`src/optload_pkg.sv`:
```
// Package: constants for the flash option bit loader
package optload_pkg;
  // Flash program memory locations of the user option bytes
  localparam logic [15:0] OPT0_ADDR = 16'h0000;
  localparam logic [15:0] OPT1_ADDR = 16'h0001;
  // Information page base of the trim bytes (info 20..3F)
  localparam logic [15:0] TRIM_INFO_BASE = 16'hFE20;
  // Register file offsets
  localparam logic [11:0] TRIM_INDEX_OFS = 12'h0FF6;
  localparam logic [11:0] TRIM_VALUE_OFS = 12'h0FF7;
  localparam logic [11:0] PAGE_SELECT_OFS = 12'h0FF9;
  // Reset values
  localparam logic [7:0] TRIM_INDEX_RST = 8'h00;
  localparam logic [7:0] TRIM_VALUE_RST = 8'h00;
  localparam logic [7:0] ERASED_BYTE = 8'hFF;
  // Trim store geometry
  localparam int TRIM_COUNT = 32;
  localparam int TRIM_IDX_W = 5;
  // Option byte 0 field positions
  localparam int WDT_RESP_BIT = 7;
  localparam int WATCHDOG_ALWAYS_ON_BIT = 6;
  localparam int OSC_HI_BIT = 5;
  localparam int OSC_LO_BIT = 4;
  localparam int BO_AO_BIT = 3;
  localparam int READ_PROT_BIT = 2;
  localparam int WRITE_PROT_BIT = 0;
  // Option byte 1 field position
  localparam int XTAL_OFF_BIT = 4;
  // Information area enable in the page select register
  localparam int INFO_EN_BIT = 7;
  // Oscillator drive encodings
  localparam logic [1:0] OSC_RC = 2'h0;
  localparam logic [1:0] OSC_MIN = 2'h1;
  localparam logic [1:0] OSC_MED = 2'h2;
  localparam logic [1:0] OSC_MAX = 2'h3;
  // Load sequencer states
  typedef enum logic [2:0] {
    ST_FETCH0 = 3'b000,
    ST_FETCH1 = 3'b001,
    ST_TRIM = 3'b010,
    ST_DONE = 3'b011
  } load_state_e;
endpackage

```
`src/flash_option_bit_loader.sv`:
```
// Module: reset-time option byte loader and trim byte working store

// Load sequence after any reset
// Edge 1 raises the flash read strobe at the first option byte address.
// Edge 2 takes that byte and asks for the second option byte.
// Edge 3 takes the second byte and points the flash at the first trim byte.
// Edges 4 to 35 copy the factory trim bytes into the working store.
// Edge 35 also drops the hold on the CPU reset.
//
// The flash answers one cycle after the strobe; a slower array would need
// wait states here, which this block does not provide.
//
// Register accesses are ignored while the load runs, so software can never
// race the copy of the factory trim bytes.
//
// The option bytes are read only by the load; no register address reaches
// them, which keeps the protection settings out of software's hands.
//
// The trim index keeps all eight bits for read-back, but only the low five
// pick a byte; a stray high bit therefore wraps inside the trim area
// instead of reaching other parts of the information page.
//
// Trim writes touch only the flip-flop copy; the next reset restores the
// factory bytes from flash.
//
// The crystal bit is stored already inverted, so that its output comes
// straight from a flip-flop like every other output.

`timescale 1ns/1ps
`default_nettype none
module flash_option_bit_loader (
  // Clock and reset
  input wire logic CLOCK_I,
  input wire logic RST_I,

  // Flash read port
  output logic [15:0] FLASH_ADDR_O,
  output logic FLASH_INFO_O,
  output logic FLASH_RD_O,
  input wire logic [7:0] FLASH_DATA_I,

  // Register file port
  input wire logic [11:0] REG_ADDR_I,
  input wire logic REG_WR_I,
  input wire logic REG_RD_I,
  input wire logic [7:0] REG_WDATA_I,
  output logic [7:0] REG_RDATA_O,

  // Page select register state from the flash controller
  input wire logic [7:0] PAGE_SELECT_I,

  // Reset hold toward the CPU
  output logic CPU_RESET_HOLD_O,

  // Decoded option configuration, and the information area mapping from page select
  output logic WDT_RESET_ON_TIMEOUT_O,
  output logic WDT_START_BY_INSTR_O,
  output logic [1:0] OSC_DRIVE_SELECT_O,
  output logic BROWNOUT_IN_STOP_O,
  output logic CODE_READABLE_O,
  output logic USER_FLASH_WRITE_EN_O,
  output logic CRYSTAL_ON_IN_RESET_O,
  output logic INFO_AREA_MAPPED_O,

  // Trim working copies to the analog blocks
  output logic [255:0] TRIM_BYTES_O
);

  // All state of the loader in one record
  typedef struct packed {
    // Load sequencer
    optload_pkg::load_state_e state;
    logic [4:0] trim_ptr;
    logic [15:0] faddr;
    logic finfo;
    logic frd;
    logic hold;

    // Option configuration, frozen between resets
    logic [7:0] opt0;
    logic xtal_on;

    // Register file side
    logic [7:0] trim_index;
    logic [7:0] rdata;
    logic info_map;

    // Working copies of the trim bytes
    logic [255:0] trim;
  } state_s;

  // Present and next state
  state_s cur_r;
  state_s cur_nxt;

  // Trim byte picked by the index register
  logic [4:0] sel;

  // Index decode keeps accesses inside the trim area
  assign sel = cur_r.trim_index[optload_pkg::TRIM_IDX_W-1:0];

  // Next-state: load sequencer then register file service
  always_comb begin
    // Hold everything unless a branch says otherwise
    cur_nxt = cur_r;

    // The read strobe drops unless a branch raises it again
    cur_nxt.frd = 1'b0;

    // Page select is mirrored every cycle, also during the load
    cur_nxt.info_map = PAGE_SELECT_I[optload_pkg::INFO_EN_BIT];

    case (cur_r.state)

      // First option byte
      optload_pkg::ST_FETCH0: begin
        // Flash returns data one cycle after the read strobe
        if (cur_r.frd) begin
          cur_nxt.opt0 = FLASH_DATA_I;
          cur_nxt.faddr = optload_pkg::OPT1_ADDR;
          cur_nxt.frd = 1'b1;
          cur_nxt.state = optload_pkg::ST_FETCH1;
        end else begin
          // First cycle after reset: only raise the strobe
          cur_nxt.faddr = optload_pkg::OPT0_ADDR;
          cur_nxt.frd = 1'b1;
        end
      end

      // Second option byte, then aim at the trim area
      optload_pkg::ST_FETCH1: begin
        cur_nxt.xtal_on = ~FLASH_DATA_I[optload_pkg::XTAL_OFF_BIT];
        cur_nxt.faddr = optload_pkg::TRIM_INFO_BASE;
        cur_nxt.finfo = 1'b1;
        cur_nxt.frd = 1'b1;
        cur_nxt.trim_ptr = 5'h00;
        cur_nxt.state = optload_pkg::ST_TRIM;
      end

      // Factory trim copied into the volatile working store
      optload_pkg::ST_TRIM: begin
        cur_nxt.trim[cur_r.trim_ptr*8 +: 8] = FLASH_DATA_I;
        if (cur_r.trim_ptr == 5'h1F) begin
          // Last byte taken: park the flash port and let the CPU run
          cur_nxt.finfo = 1'b0;
          cur_nxt.faddr = optload_pkg::OPT0_ADDR;
          cur_nxt.hold = 1'b0;
          cur_nxt.state = optload_pkg::ST_DONE;
        end else begin
          // Next trim byte; the pointer cannot leave the 32-byte area
          cur_nxt.trim_ptr = cur_r.trim_ptr + 5'h01;
          cur_nxt.faddr = cur_r.faddr + 16'h0001;
          cur_nxt.frd = 1'b1;
        end
      end

      // Running: option bytes frozen until the next reset
      optload_pkg::ST_DONE: begin
        // Index write; all eight bits are kept for read-back
        if (REG_WR_I && REG_ADDR_I == optload_pkg::TRIM_INDEX_OFS) begin
          cur_nxt.trim_index = REG_WDATA_I;
        end

        // Value write reaches only the working copy
        if (REG_WR_I && REG_ADDR_I == optload_pkg::TRIM_VALUE_OFS) begin
          cur_nxt.trim[sel*8 +: 8] = REG_WDATA_I;
        end

        // Read data stands one cycle, zero otherwise
        if (REG_RD_I && REG_ADDR_I == optload_pkg::TRIM_INDEX_OFS) begin
          cur_nxt.rdata = cur_r.trim_index;
        end else if (REG_RD_I && REG_ADDR_I == optload_pkg::TRIM_VALUE_OFS) begin
          cur_nxt.rdata = cur_r.trim[sel*8 +: 8];
        end else begin
          // No address leads to the option configuration
          cur_nxt.rdata = 8'h00;
        end
      end

      // Unused codes restart the load
      default: begin
        cur_nxt.state = optload_pkg::ST_FETCH0;
      end

    endcase
  end

  // State register; any reset restarts the load and holds the CPU
  always_ff @(posedge CLOCK_I or posedge RST_I) begin
    if (RST_I) begin
      // Sequencer back to the first fetch
      cur_r.state <= optload_pkg::ST_FETCH0;
      cur_r.trim_ptr <= 5'h00;
      cur_r.faddr <= optload_pkg::OPT0_ADDR;
      cur_r.finfo <= 1'b0;
      cur_r.frd <= 1'b0;
      cur_r.hold <= 1'b1;

      // Erased defaults stand until the load replaces them
      cur_r.opt0 <= optload_pkg::ERASED_BYTE;
      cur_r.xtal_on <= 1'b0;

      // Register side cleared
      cur_r.trim_index <= optload_pkg::TRIM_INDEX_RST;
      cur_r.rdata <= optload_pkg::TRIM_VALUE_RST;
      cur_r.info_map <= 1'b0;

      // Working copies are reloaded by the sequence anyway
      cur_r.trim <= '0;
    end else begin
      cur_r <= cur_nxt;
    end
  end

  // Flash port, straight from the sequencer flip-flops
  assign FLASH_ADDR_O = cur_r.faddr;
  assign FLASH_INFO_O = cur_r.finfo;
  assign FLASH_RD_O = cur_r.frd;

  // Register file read data
  assign REG_RDATA_O = cur_r.rdata;

  // CPU stays in reset until the whole load is over
  assign CPU_RESET_HOLD_O = cur_r.hold;

  // Watchdog configuration
  assign WDT_RESET_ON_TIMEOUT_O = cur_r.opt0[optload_pkg::WDT_RESP_BIT];
  assign WDT_START_BY_INSTR_O = cur_r.opt0[optload_pkg::WATCHDOG_ALWAYS_ON_BIT];

  // Oscillator drive level
  assign OSC_DRIVE_SELECT_O = cur_r.opt0[optload_pkg::OSC_HI_BIT:optload_pkg::OSC_LO_BIT];

  // Brown-out and code protection
  assign BROWNOUT_IN_STOP_O = cur_r.opt0[optload_pkg::BO_AO_BIT];
  assign CODE_READABLE_O = cur_r.opt0[optload_pkg::READ_PROT_BIT];
  assign USER_FLASH_WRITE_EN_O = cur_r.opt0[optload_pkg::WRITE_PROT_BIT];

  // Crystal during reset; clock source choice is left to software
  assign CRYSTAL_ON_IN_RESET_O = cur_r.xtal_on;

  // Information area mapping, one cycle behind the page select register
  assign INFO_AREA_MAPPED_O = cur_r.info_map;

  // Working trim copies toward the analog blocks
  assign TRIM_BYTES_O = cur_r.trim;

endmodule // flash_option_bit_loader
`default_nettype wire

```
`config.mk`:
```
export PLATFORM = sky130hd
export DESIGN_NAME = flash_option_bit_loader
export DESIGN_NICKNAME = d
export VERILOG_FILES = /design/src/optload_pkg.sv /design/src/flash_option_bit_loader.sv
export SDC_FILE = /design/constraint.sdc
export NUM_CORES = 1
export LEC_CHECK = 0
export BUFFER_PORTS_ARGS = -buffer_cell sky130_fd_sc_hd__buf_2
export CORE_ASPECT_RATIO = 0.8
export CORE_UTILIZATION = 45
export DETAILED_ROUTE_END_ITERATION = 16
export HOLD_SLACK_MARGIN = 0.12
export PLACE_DENSITY_LB_ADDON = 0.12
export SYNTH_ARGS = -nofsm -noshare
export SYNTH_HDL_FRONTEND = slang
export SYNTH_SLANG_ARGS = --single-unit
```
`constraint.sdc`:
```
create_clock -name CLOCK_I -period 9 [get_ports CLOCK_I]
set_input_delay 0.45 -clock CLOCK_I [delete_from_list [all_inputs] [get_ports CLOCK_I]]
set_output_delay 0.45 -clock CLOCK_I [all_outputs]
set_load 0.1 [all_outputs]
```
# ---- After elaboration in Yosys (flattened, before gate mapping)
# Index checks and enable logic that the tools add are counted.
dict set report word_totals {
  inputBits 40
  ff_bits 309
  word_cells 67
  output_inout_bits 292
}
dict set report classes {
  bitwise_logic 2
  n_addsub 4
  n_eq_ne 10
  reduce_logical 16
  mux 18
  shift 5
}
# operator count
set op_table {}
lappend op_table {{256-bit bitwise mux} 2}
lappend op_table {{256-bit case mux with 2 select lines} 1}
lappend op_table {{8-bit by 34-bit variable shift with 256-bit output (first input constant)} 2}
lappend op_table {{8-bit by 34-bit indexed part select with 256-bit output} 2}
lappend op_table {{256-bit two-way mux} 1}
lappend op_table {{256-bit by 9-bit indexed part select with 8-bit output} 1}
lappend op_table {{8-bit negation with 34-bit output} 2}
lappend op_table {{16-bit case mux with 3 select lines} 1}
lappend op_table {{12-bit == test (second input constant)} 2}
lappend op_table {{16-bit by 1-bit adder with 16-bit output (second input constant)} 1}
lappend op_table {{16-bit two-way mux} 1}
lappend op_table {{8-bit two-way mux} 2}
lappend op_table {{3-bit case mux with 4 select lines} 1}
lappend op_table {{2-bit AND reduction} 6}
lappend op_table {{5-bit case mux with 2 select lines} 1}
lappend op_table {{2-bit inequality test (second input constant)} 4}
lappend op_table {{3-bit by 2-bit == test with 1-bit output (second input constant)} 2}
lappend op_table {{3-bit two-way mux} 2}
lappend op_table {{5-bit by 1-bit adder with 5-bit output (second input constant)} 1}
lappend op_table {{5-bit == test (second input constant)} 1}
lappend op_table {{5-bit two-way mux} 1}
lappend op_table {{1-bit logical AND} 4}
lappend op_table {{1-bit case mux with 2 select lines} 2}
lappend op_table {{2-bit nonzero test} 2}
lappend op_table {{other kinds (7)} 10}

# ---- Longest topological paths before layout
# Gate-level depths: netlist of the first run.
dict set report logic_depth {
  depth_word 5
  mapped_depth 17
  depth_no_buf 11
}

# ---- Least setup slack after synthesis of the first run
# Ideal clock, no wire load.
dict set report synth_timing {
  path_kind {flip-flop to flip-flop}
  from {register cur_r[266] (netlist bit)}
  to {register cur_r (netlist bit TRIM_BYTES_O[170])}
  t_required_ns 8.879
  setup_time_ns 0.121
  slack_ns 5.476
  path_buffers 6
  stages_incl_launch_ff 17
  arrival_time_ns 3.403
  period_less_slack_ns 3.524
  path_cell_list {dfrtp_1 -> clkbuf_1 -> buf_2 -> buf_2 -> buf_2 -> inv_1 -> ha_1 -> nand2b_1 -> nor2_1 -> ha_1 -> nor2b_1 -> nand3_1 -> or2_1 -> clkbuf_1 -> a21o_1 -> buf_2 -> a22o_1}
}
dict set report synth_between {
  elab_chain_len 5
  word_cells_on_any_way 6
  classes_between {1 x add/sub; 2 x shift; 3 x mux}
}
# element line
set synth_rtl {}
lappend synth_rtl {{start, declared} flash_option_bit_loader.sv:93} ;# state_s cur_r;
lappend synth_rtl {{start signal, assigned} flash_option_bit_loader.sv:211} ;# cur_r <= cur_nxt;
lappend synth_rtl {{8-bit negation with 34-bit output (*)} flash_option_bit_loader.sv:166} ;# cur_nxt.trim[sel*8 +: 8] = REG_WDATA_I;
lappend synth_rtl {{8-bit by 34-bit indexed part select with 256-bit output / 8-bit by 34-bit variable shift with 256-bit output (equally long branches)} flash_option_bit_loader.sv:166}
lappend synth_rtl {{256-bit bitwise mux (*)} flash_option_bit_loader.sv:166}
lappend synth_rtl {{256-bit two-way mux (*)} flash_option_bit_loader.sv:165} ;# if (REG_WR_I && REG_ADDR_I == optload_pkg::TRIM_VALUE_OFS) begin
lappend synth_rtl {{256-bit case mux with 2 select lines (*)} flash_option_bit_loader.sv:113} ;# case (cur_r.state)
# Every way passes the cells marked *; elsewhere a longest branch is shown, timed or not. The select of a mux whose other input is x is not followed.
# A chain may end at the register's enable or synchronous reset.

# ---- Worst setup path in the final report of the first run
dict set report layout_timing {
  from {register cur_r[301] (netlist bit)}
  to {register cur_r (netlist bit TRIM_BYTES_O[152])}
}
dict set report layout_between {
  elab_chain_len 4
  word_cells_on_any_way 5
  classes_between {1 x add/sub; 2 x shift; 2 x mux}
}
# element line
set layout_rtl {}
lappend layout_rtl {{8-bit negation with 34-bit output (*)} flash_option_bit_loader.sv:142} ;# cur_nxt.trim[cur_r.trim_ptr*8 +: 8] = FLASH_DATA_I;
lappend layout_rtl {{8-bit by 34-bit indexed part select with 256-bit output / 8-bit by 34-bit variable shift with 256-bit output (equally long branches)} flash_option_bit_loader.sv:142}
lappend layout_rtl {{256-bit bitwise mux (*)} flash_option_bit_loader.sv:142}
lappend layout_rtl {{256-bit case mux with 2 select lines (*)} flash_option_bit_loader.sv:113}
# Every way passes the cells marked *; elsewhere a longest branch is shown, timed or not.

==> metrics.csv, run 1 <==
stage,metric,value,unit
detailed_routing,Wirelength per Cell,35.6,um
cells_and_area,area occupied by multi-input gates,8900,um^2
cells_and_area,share of post-route cells with drive strength above 1,27.3,%
clocking,H-tree depth,2,
setup_path,"critical path fanouts, max",17,
sta,Final Hold Viols,0,
setup_path,crit path from,cur_r[301]$_DFFE_PP0P_,
detailed_routing,final wirelength,88900,um
grt,vias in the first global route,16303,
synthesis,Mapped Cells,1971,
synthesis,"area leader, netlist",dfrtp_1,
synthesis,Synth Net Count,2026,
clocking,clock tree sinks,307,
grt,M1 GR Usage,56.3,%
placed_design,GP Congestion,1.05,
floorplan,Core Area,42300,um^2
sta,relative slew slack,10.5,%
sta,Clock Skew,0.0193,ns
detailed_routing,post-route ant nets,0,
synthesis,Post-Syn Area per Cell,9.88,um^2
sta,fmax,0.223,GHz
clocking,CTS resizes,0,
sta,unrepaired setup endpoints after global routing,false,
setup_path,r2r startpoint,cur_r[301]$_DFFE_PP0P_,
sta,Setup TNS,0,ns
grt,Total GRT Usage,39.8,%
clocking,clk_lat worst skew,0.55,ns
floorplan,Die W,235,um
clocking,Clock transition at path regs,0.06,ns
clocking,CTS root buf,clkbuf_16,
sta,crit path time final,4.48,ns
setup_path,crit path to,TRIM_BYTES_O[152]$_DFFE_PP0P_,
floorplan,I/O pin cnt,332,
power_and_ir_drop,Pleak,8.40,nW
min_path,Worst Hold Class,input port to async pin,
synthesis,Synth Warn #,0,
grt,largest net degree at the start of global routing,188,
synthesis,sequential area share after synthesis,39.5,%
grt,grt met3 use,13.4,%
detailed_routing,Residual DRC,0,
cells_and_area,Nets,1971,
placed_design,detailed placement HPWL,63200,um
setup_path,FF-to-FF setup slack,4.52,ns
power_and_ir_drop,clock share of power,42.9,%
power_and_ir_drop,Seq pwr share,38.7,%
synthesis,Yosys reg bits,307,
grt,global route hottest layer,met1,
cells_and_area,Area Overhead vs Synth,5.40,%
clocking,CTS buffer count,36,
clocking,clk buf depth,3,
power_and_ir_drop,Pwr per Cell Area,191,nW/um^2
floorplan,# rows,67,
sta,Slew @ Worst Pin,1.34,ns
grt,first-pass GRT wire length,123000,um
power_and_ir_drop,Cell Int Power,2.59,mW
detailed_routing,Vias,17272,
clocking,# Post-CTS Setup Buffers,0,
detailed_routing,iteration-0 DRC count of the detailed router,2538,
setup_path,path depth of the worst reg2reg path,11,
synthesis,"Primary FF master, synth",dfrtp_1,
sta,Final Max Tran Viols,0,
power_and_ir_drop,Sw Ratio,34.1,%
cells_and_area,FF/Latch Area,7700,um^2
floorplan,Die ar.,44100,um^2
cells_and_area,# fillers,4026,
synthesis,Synth area leaders,"dfrtp_1, buf_4, mux4_2",
setup_path,crit path DAT,4.85,ns
outcome,status,"complete, no violations",
setup_path,Crit Path Class,flop to flop,
synthesis,share of flip-flops with an asynchronous set or reset,100,%
detailed_routing,Vias per Instance,6.92,
sta,Final period util,49.7,%
synthesis,Post-synth EDFFs,0,
sta,WHS,0.0577,ns
detailed_routing,first-pass detailed-route iteration total,6,
power_and_ir_drop,P_sw,1.34,mW
setup_path,Reg-to-Reg End,TRIM_BYTES_O[152]$_DFFE_PP0P_,
sta,# setup viols final,0,
grt,met2 Use GR,55.6,%
floorplan,Die Span Y,188,um
grt,antenna violations before repair,3,
setup_path,CP Capture Type,flop,
setup_path,Startpoint Class,flop,
power_and_ir_drop,part of the power in combinational logic,18.4,%
clocking,CTS tree,done,
placed_design,PortBufs,324,
power_and_ir_drop,worst vdd ir,0.121,mV
synthesis,top-area cell type share of the netlist area,38.4,%
setup_path,Crit path required time,9.37,ns
synthesis,Netlist cell types,73,
flow_run,Max-Cap Viols,0,
grt,Congestion Overflow GR,0,
synthesis,cell area after synthesis,19500,um^2
floorplan,initial core utilization,46.1,%
-- layout by cell type (no fill, tap or decap), types with 7 or more instances in the layout --
master     Yosys  final
nor2b_1       15     15
nor2_2         7      7
inv_1         42     41
a31oi_1        9      9
nor3_1        12     12
nand4_1        8      8
nand2_1      167    167
dfstp_2        8      8
and2_0         8      8
mux4_2        70     70
nand2b_1      14     14
buf_4        287     13
a21oi_1       33     33
a22oi_1      118    118
o22ai_1       88     88
clkinv_2       0      7
nor2_1        70     70
dfrtp_1      299    297
o2bb2ai_1     82     82
clkbuf_16      0     37
o21ai_0       85     85
a21o_1        11     11
o221ai_1      25     25
nand3_1       51     51
buf_2         23    324
o21ai_1       33     33
mux2i_1       17     17
and2_1        37     37
a22o_1        84     84
mux2_2        11     11
ha_1          15     15
bufinv_16      0      8
and3_1        13     13
a32oi_1       24     24
-- power by group through the flow --
stage / clock (mW) / sequential (mW) / combinational [mW]
2_1_floorplan: 0 / 1.51 / 0.659
3_3_place_gp: 0 / 1.54 / 0.717
3_5_place_dp: 0 / 1.54 / 0.719
4_1_cts: 1.69 / 1.52 / 0.720
5_1_grt: 1.74 / 1.52 / 0.739
6_report: 1.68 / 1.52 / 0.724
-- per-layer routing --
metal / share of wire (%) / vias to the layer above
li1: - / 6994
met1: 41 / 8843
met2: 42 / 1198
met3: 12 / 231
met4: 4.4 / 6
met5: 0.13 / -
-- repair_timing --
action / in CTS / in global routing
hold buffers: 1 / 0
endpoints found under the setup margin: 0 / 0
hold endpoints to repair: 1 / 0
-- layout make-up --
| class | count | area share, % |
|---|---|---|
| antenna | 1 | 0.0122 |
| clock buffer | 45 | 4.95 |
| clock inverter | 19 | 1.51 |
| inverter | 42 | 0.805 |
| multi-input combinational | 1190 | 43.3 |
| sequential | 307 | 37.5 |
| tap | 552 | 3.36 |
| timing repair buffer | 339 | 8.52 |
-- flip-flops by register name, indices dropped and copies added (netlist names) --
name,flops
INFO_AREA_MAPPED_O,1
cur_r,15
TRIM_BYTES_O,256
REG_RDATA_O,8
CPU_RESET_HOLD_O,1
CRYSTAL_ON_IN_RESET_O,1
CODE_READABLE_O,1
WDT_RESET_ON_TIMEOUT_O,1
BROWNOUT_IN_STOP_O,1
FLASH_ADDR_O,16
FLASH_RD_O,1
OSC_DRIVE_SELECT_O,2
WDT_START_BY_INSTR_O,1
FLASH_INFO_O,1
USER_FLASH_WRITE_EN_O,1
-- worst min-delay path by stage --
stage                                         endpoint  slack (ns)  cells past startpoint
after global routing      FLASH_ADDR_O[15]$_DFFE_PP0P_        0.15                      2
after floorplan             REG_RDATA_O[3]$_DFFE_PP0P_        0.46                      1
after global placement    CPU_RESET_HOLD_O$_DFFE_PP1P_        0.48                      1
after CTS                 FLASH_ADDR_O[15]$_DFFE_PP0P_        0.12                      2
final                      TRIM_BYTES_O[4]$_DFFE_PP0P_        0.06                      2
after detailed placement  CPU_RESET_HOLD_O$_DFFE_PP1P_        0.49                      1
-- synth_stat cells, types with 17 or more instances --
| cell type | number |
|---|---|
| o2bb2ai_1 | 82 |
| dfrtp_1 | 299 |
| buf_2 | 23 |
| o21ai_0 | 85 |
| o22ai_1 | 88 |
| a32oi_1 | 24 |
| a22oi_1 | 118 |
| nand3_1 | 51 |
| nor2_1 | 70 |
| nand2_1 | 167 |
| clkbuf_1 | 84 |
| inv_1 | 42 |
| o21ai_1 | 33 |
| buf_1 | 27 |
| a21oi_1 | 33 |
| and2_1 | 37 |
| mux4_2 | 70 |
| buf_4 | 287 |
| mux2i_1 | 17 |
| o221ai_1 | 25 |
| a22o_1 | 84 |
-- critical path, stage by stage (launching register included) --
cell	delay [ns]
dfrtp_1	0.73
inv_1	0.29
ha_1	0.32
nand2b_1	0.17
nor2_1	0.07
ha_1	0.36
nor2_1	0.33
nand3_2	0.39
nor4_2	0.79
o21ai_1	0.57
nand2_1	0.19
o21ai_0	0.10
-- logic make-up (layout without fill, tap and decap cells) --
group                      count (synthesis)  after routing  share of synthesized area (%)
xor gates and xnor gates                   2              2                         0.0900
muxes                                     98             98                           9.60
and+or+nand+nor                          448            448                           11.6
DFF                                      307            307                           39.5
buffers and inverters                    474            445                           15.0
adders and majority gates                 15             15                          0.964
AOI/OAI and AO/OA                        627            627                           23.3
other                                      0              1                              0
-- per-stage QoR --
step	util, %	area [um^2]	cells	total power [mW]	setup slack, ns
5_1_grt	48.6	20500	2494	4.00	4.39
4_1_cts	48.6	20500	2494	3.92	4.71
2_1_floorplan	-	19500	1971	2.17	0.0755
3_5_place_dp	45.4	19200	2429	2.26	4.75
3_3_place_gp	45.4	19200	2429	2.26	4.77
6_report	48.6	20500	2495	3.93	4.52
No activity file was read; power rests on OpenSTA's default activity.
==> run 2: changes to the inputs <==
clock period = 4 ns   (was 9 ns; I/O delays follow)
==> metrics.csv, run 2 (synthesis results as in run 1) <==
stage,metric,value,unit
outcome,status,"complete, no violations",
grt,largest net degree at the start of global routing,113,
setup_path,Startpoint Class,flop,
floorplan,I/O pin cnt,332,
floorplan,Core Area,42300,um^2
setup_path,Crit Path Class,flop to flop,
cells_and_area,Nets,2044,
sta,Final Max Tran Viols,0,
sta,crit path time final,3.54,ns
flow_run,Max-Cap Viols,0,
sta,fmax,0.283,GHz
detailed_routing,Vias per Instance,6.82,
cells_and_area,max reg flops,256,
clocking,CTS root buf,clkbuf_16,
power_and_ir_drop,total power,8.69,mW
clocking,CTS tree,done,
grt,vias in the first global route,16516,
floorplan,# rows,67,
setup_path,"critical path fanouts, max",10,
cells_and_area,area occupied by multi-input gates,8900,um^2
floorplan,Die ar.,44100,um^2
clocking,CTS buffer count,36,
detailed_routing,Residual DRC,0,
sta,Setup TNS,0,ns
floorplan,initial core utilization,46.1,%
setup_path,CP Capture Type,flop,
power_and_ir_drop,Pleak,8.75,nW
power_and_ir_drop,Pwr per Cell Area,412,nW/um^2
placed_design,PortBufs,324,
sta,Final Hold Viols,0,
detailed_routing,iteration-0 DRC count of the detailed router,2290,
detailed_routing,post-route ant nets,0,
cells_and_area,Area Overhead vs Synth,8.32,%
detailed_routing,final wirelength,90500,um
sta,# setup viols final,0,
sta,Slew @ Worst Pin,1.13,ns
grt,antenna violations before repair,7,
power_and_ir_drop,worst vdd ir,0.288,mV
detailed_routing,first-pass detailed-route iteration total,8,
grt,Total GRT Usage,40.6,%
cells_and_area,most frequent cells in the layout,"buf_2, dfrtp_1, nand2_1",
clocking,clock tree sinks,307,
clocking,Clock transition at path regs,0.06,ns
detailed_routing,Wirelength per Cell,35.2,um
clocking,clk buf depth,3,
sta,Clock Skew,0.0306,ns
cells_and_area,final cell count without fillers,2568,
placed_design,dpl ws,0.603,ns
placed_design,GP Congestion,0.995,
cells_and_area,share of post-route cells with drive strength above 1,29.3,%
floorplan,Die Span Y,188,um
sta,setup slack after layout,0.462,ns
sta,unrepaired setup endpoints after global routing,false,
sta,Final period util,88.5,%
setup_path,crit path DAT,3.95,ns
cells_and_area,# fillers,4011,
sta,relative slew slack,24.2,%
grt,Congestion Overflow GR,0,
cells_and_area,"commonest non-fill, non-tap cell in the layout",buf_2,
setup_path,Crit path required time,4.41,ns
floorplan,Die W,235,um
detailed_routing,Vias,17505,
placed_design,detailed placement HPWL,65300,um
grt,first-pass GRT wire length,125000,um
min_path,Worst Hold Class,input port to flop,
clocking,clk_lat worst skew,0.55,ns
clocking,CTS resizes,0,
cells_and_area,FF/Latch Area,7700,um^2
clocking,H-tree depth,2,
placed_design,post-placement cell count,2495,
run 2: cell count changes in the layout (fill, tap and decap cells not counted), sizes merged:
cell	before	now
inv	44	41
clkinv	8	4
clkbuf	45	53
bufinv	8	6
dlygate4sd3	1	8
diode	1	2
buf	338	404
run 2: timing repair:
action / CTS / global route
setup buffers: 0 / 0
hold buffers: 8 / 0
hold endpoints to repair: 307 / 0
run 2: area by class of cell:
class | count | share of cell area [%]
multi-input combinational | 1190 | 42.2
sequential | 307 | 36.5
timing repair buffer | 412 | 11.3
clock buffer | 53 | 5.05
tap | 552 | 3.27
clock inverter | 10 | 0.949
inverter | 42 | 0.765
antenna | 2 | 0.0237
run 2: path summary, 6_finish.rpt:
check | startpoint | to | slack [ns] | cells after the start
max | cur_r[302]$_DFFE_PP0P_ | TRIM_BYTES_O[139]$_DFFE_PP0P_ | 0.46 | 11
min | FLASH_DATA_I[3] | BROWNOUT_IN_STOP_O$_DFFE_PP1P_ | 0.17 | 2
max reg2reg | cur_r[302]$_DFFE_PP0P_ | TRIM_BYTES_O[139]$_DFFE_PP0P_ | 0.46 | 11
min reg2reg | TRIM_BYTES_O[50]$_DFFE_PP0P_ | TRIM_BYTES_O[50]$_DFFE_PP0P_ | 0.50 | 2
max in group asynchronous | RST_I | TRIM_BYTES_O[182]$_DFFE_PP0P_ | 2.93 | 4
min in group asynchronous | RST_I | cur_r[270]$_DFFE_PP0P_ | 0.37 | 4
run 2: per-stage QoR:
step	hold slack, ns	instance area (um^2)	utilization, %
global route	0.136	21100	49.9
floorplan	0.231	19500	-
detailed placement	0.311	19700	46.7
global placement	0.310	19700	46.7
finish	0.166	21100	49.9
CTS	0.122	21100	49.9
run 2: report_power, final:
group | switching, mW | internal, mW | leakage, nW
Sequential | 0.174 | 3.25 | 3.61
Clock | 1.40 | 2.23 | 0.623
Combinational | 1.37 | 0.274 | 4.52
run 2: critical path, stage by stage (launching register included):
cell and delay, ns:
dfrtp_1 0.50, inv_1 0.08, ha_1 0.22, nand2b_1 0.16, nor2_1 0.06, ha_1 0.35, nor2_1 0.29, nand3_2 0.32
nor3_2 0.45, nand2_1 0.33, a21o_1 0.36, a22o_1 0.27
run 2: per-layer routing:
metal	vias to the layer above	GRT usage, %	share of wire, %
li1	7149	-	-
met1	8825	57.2	41
met2	1274	56.4	41
met3	251	14.3	13
met4	6	16.2	4.7
met5	-	0	0.19
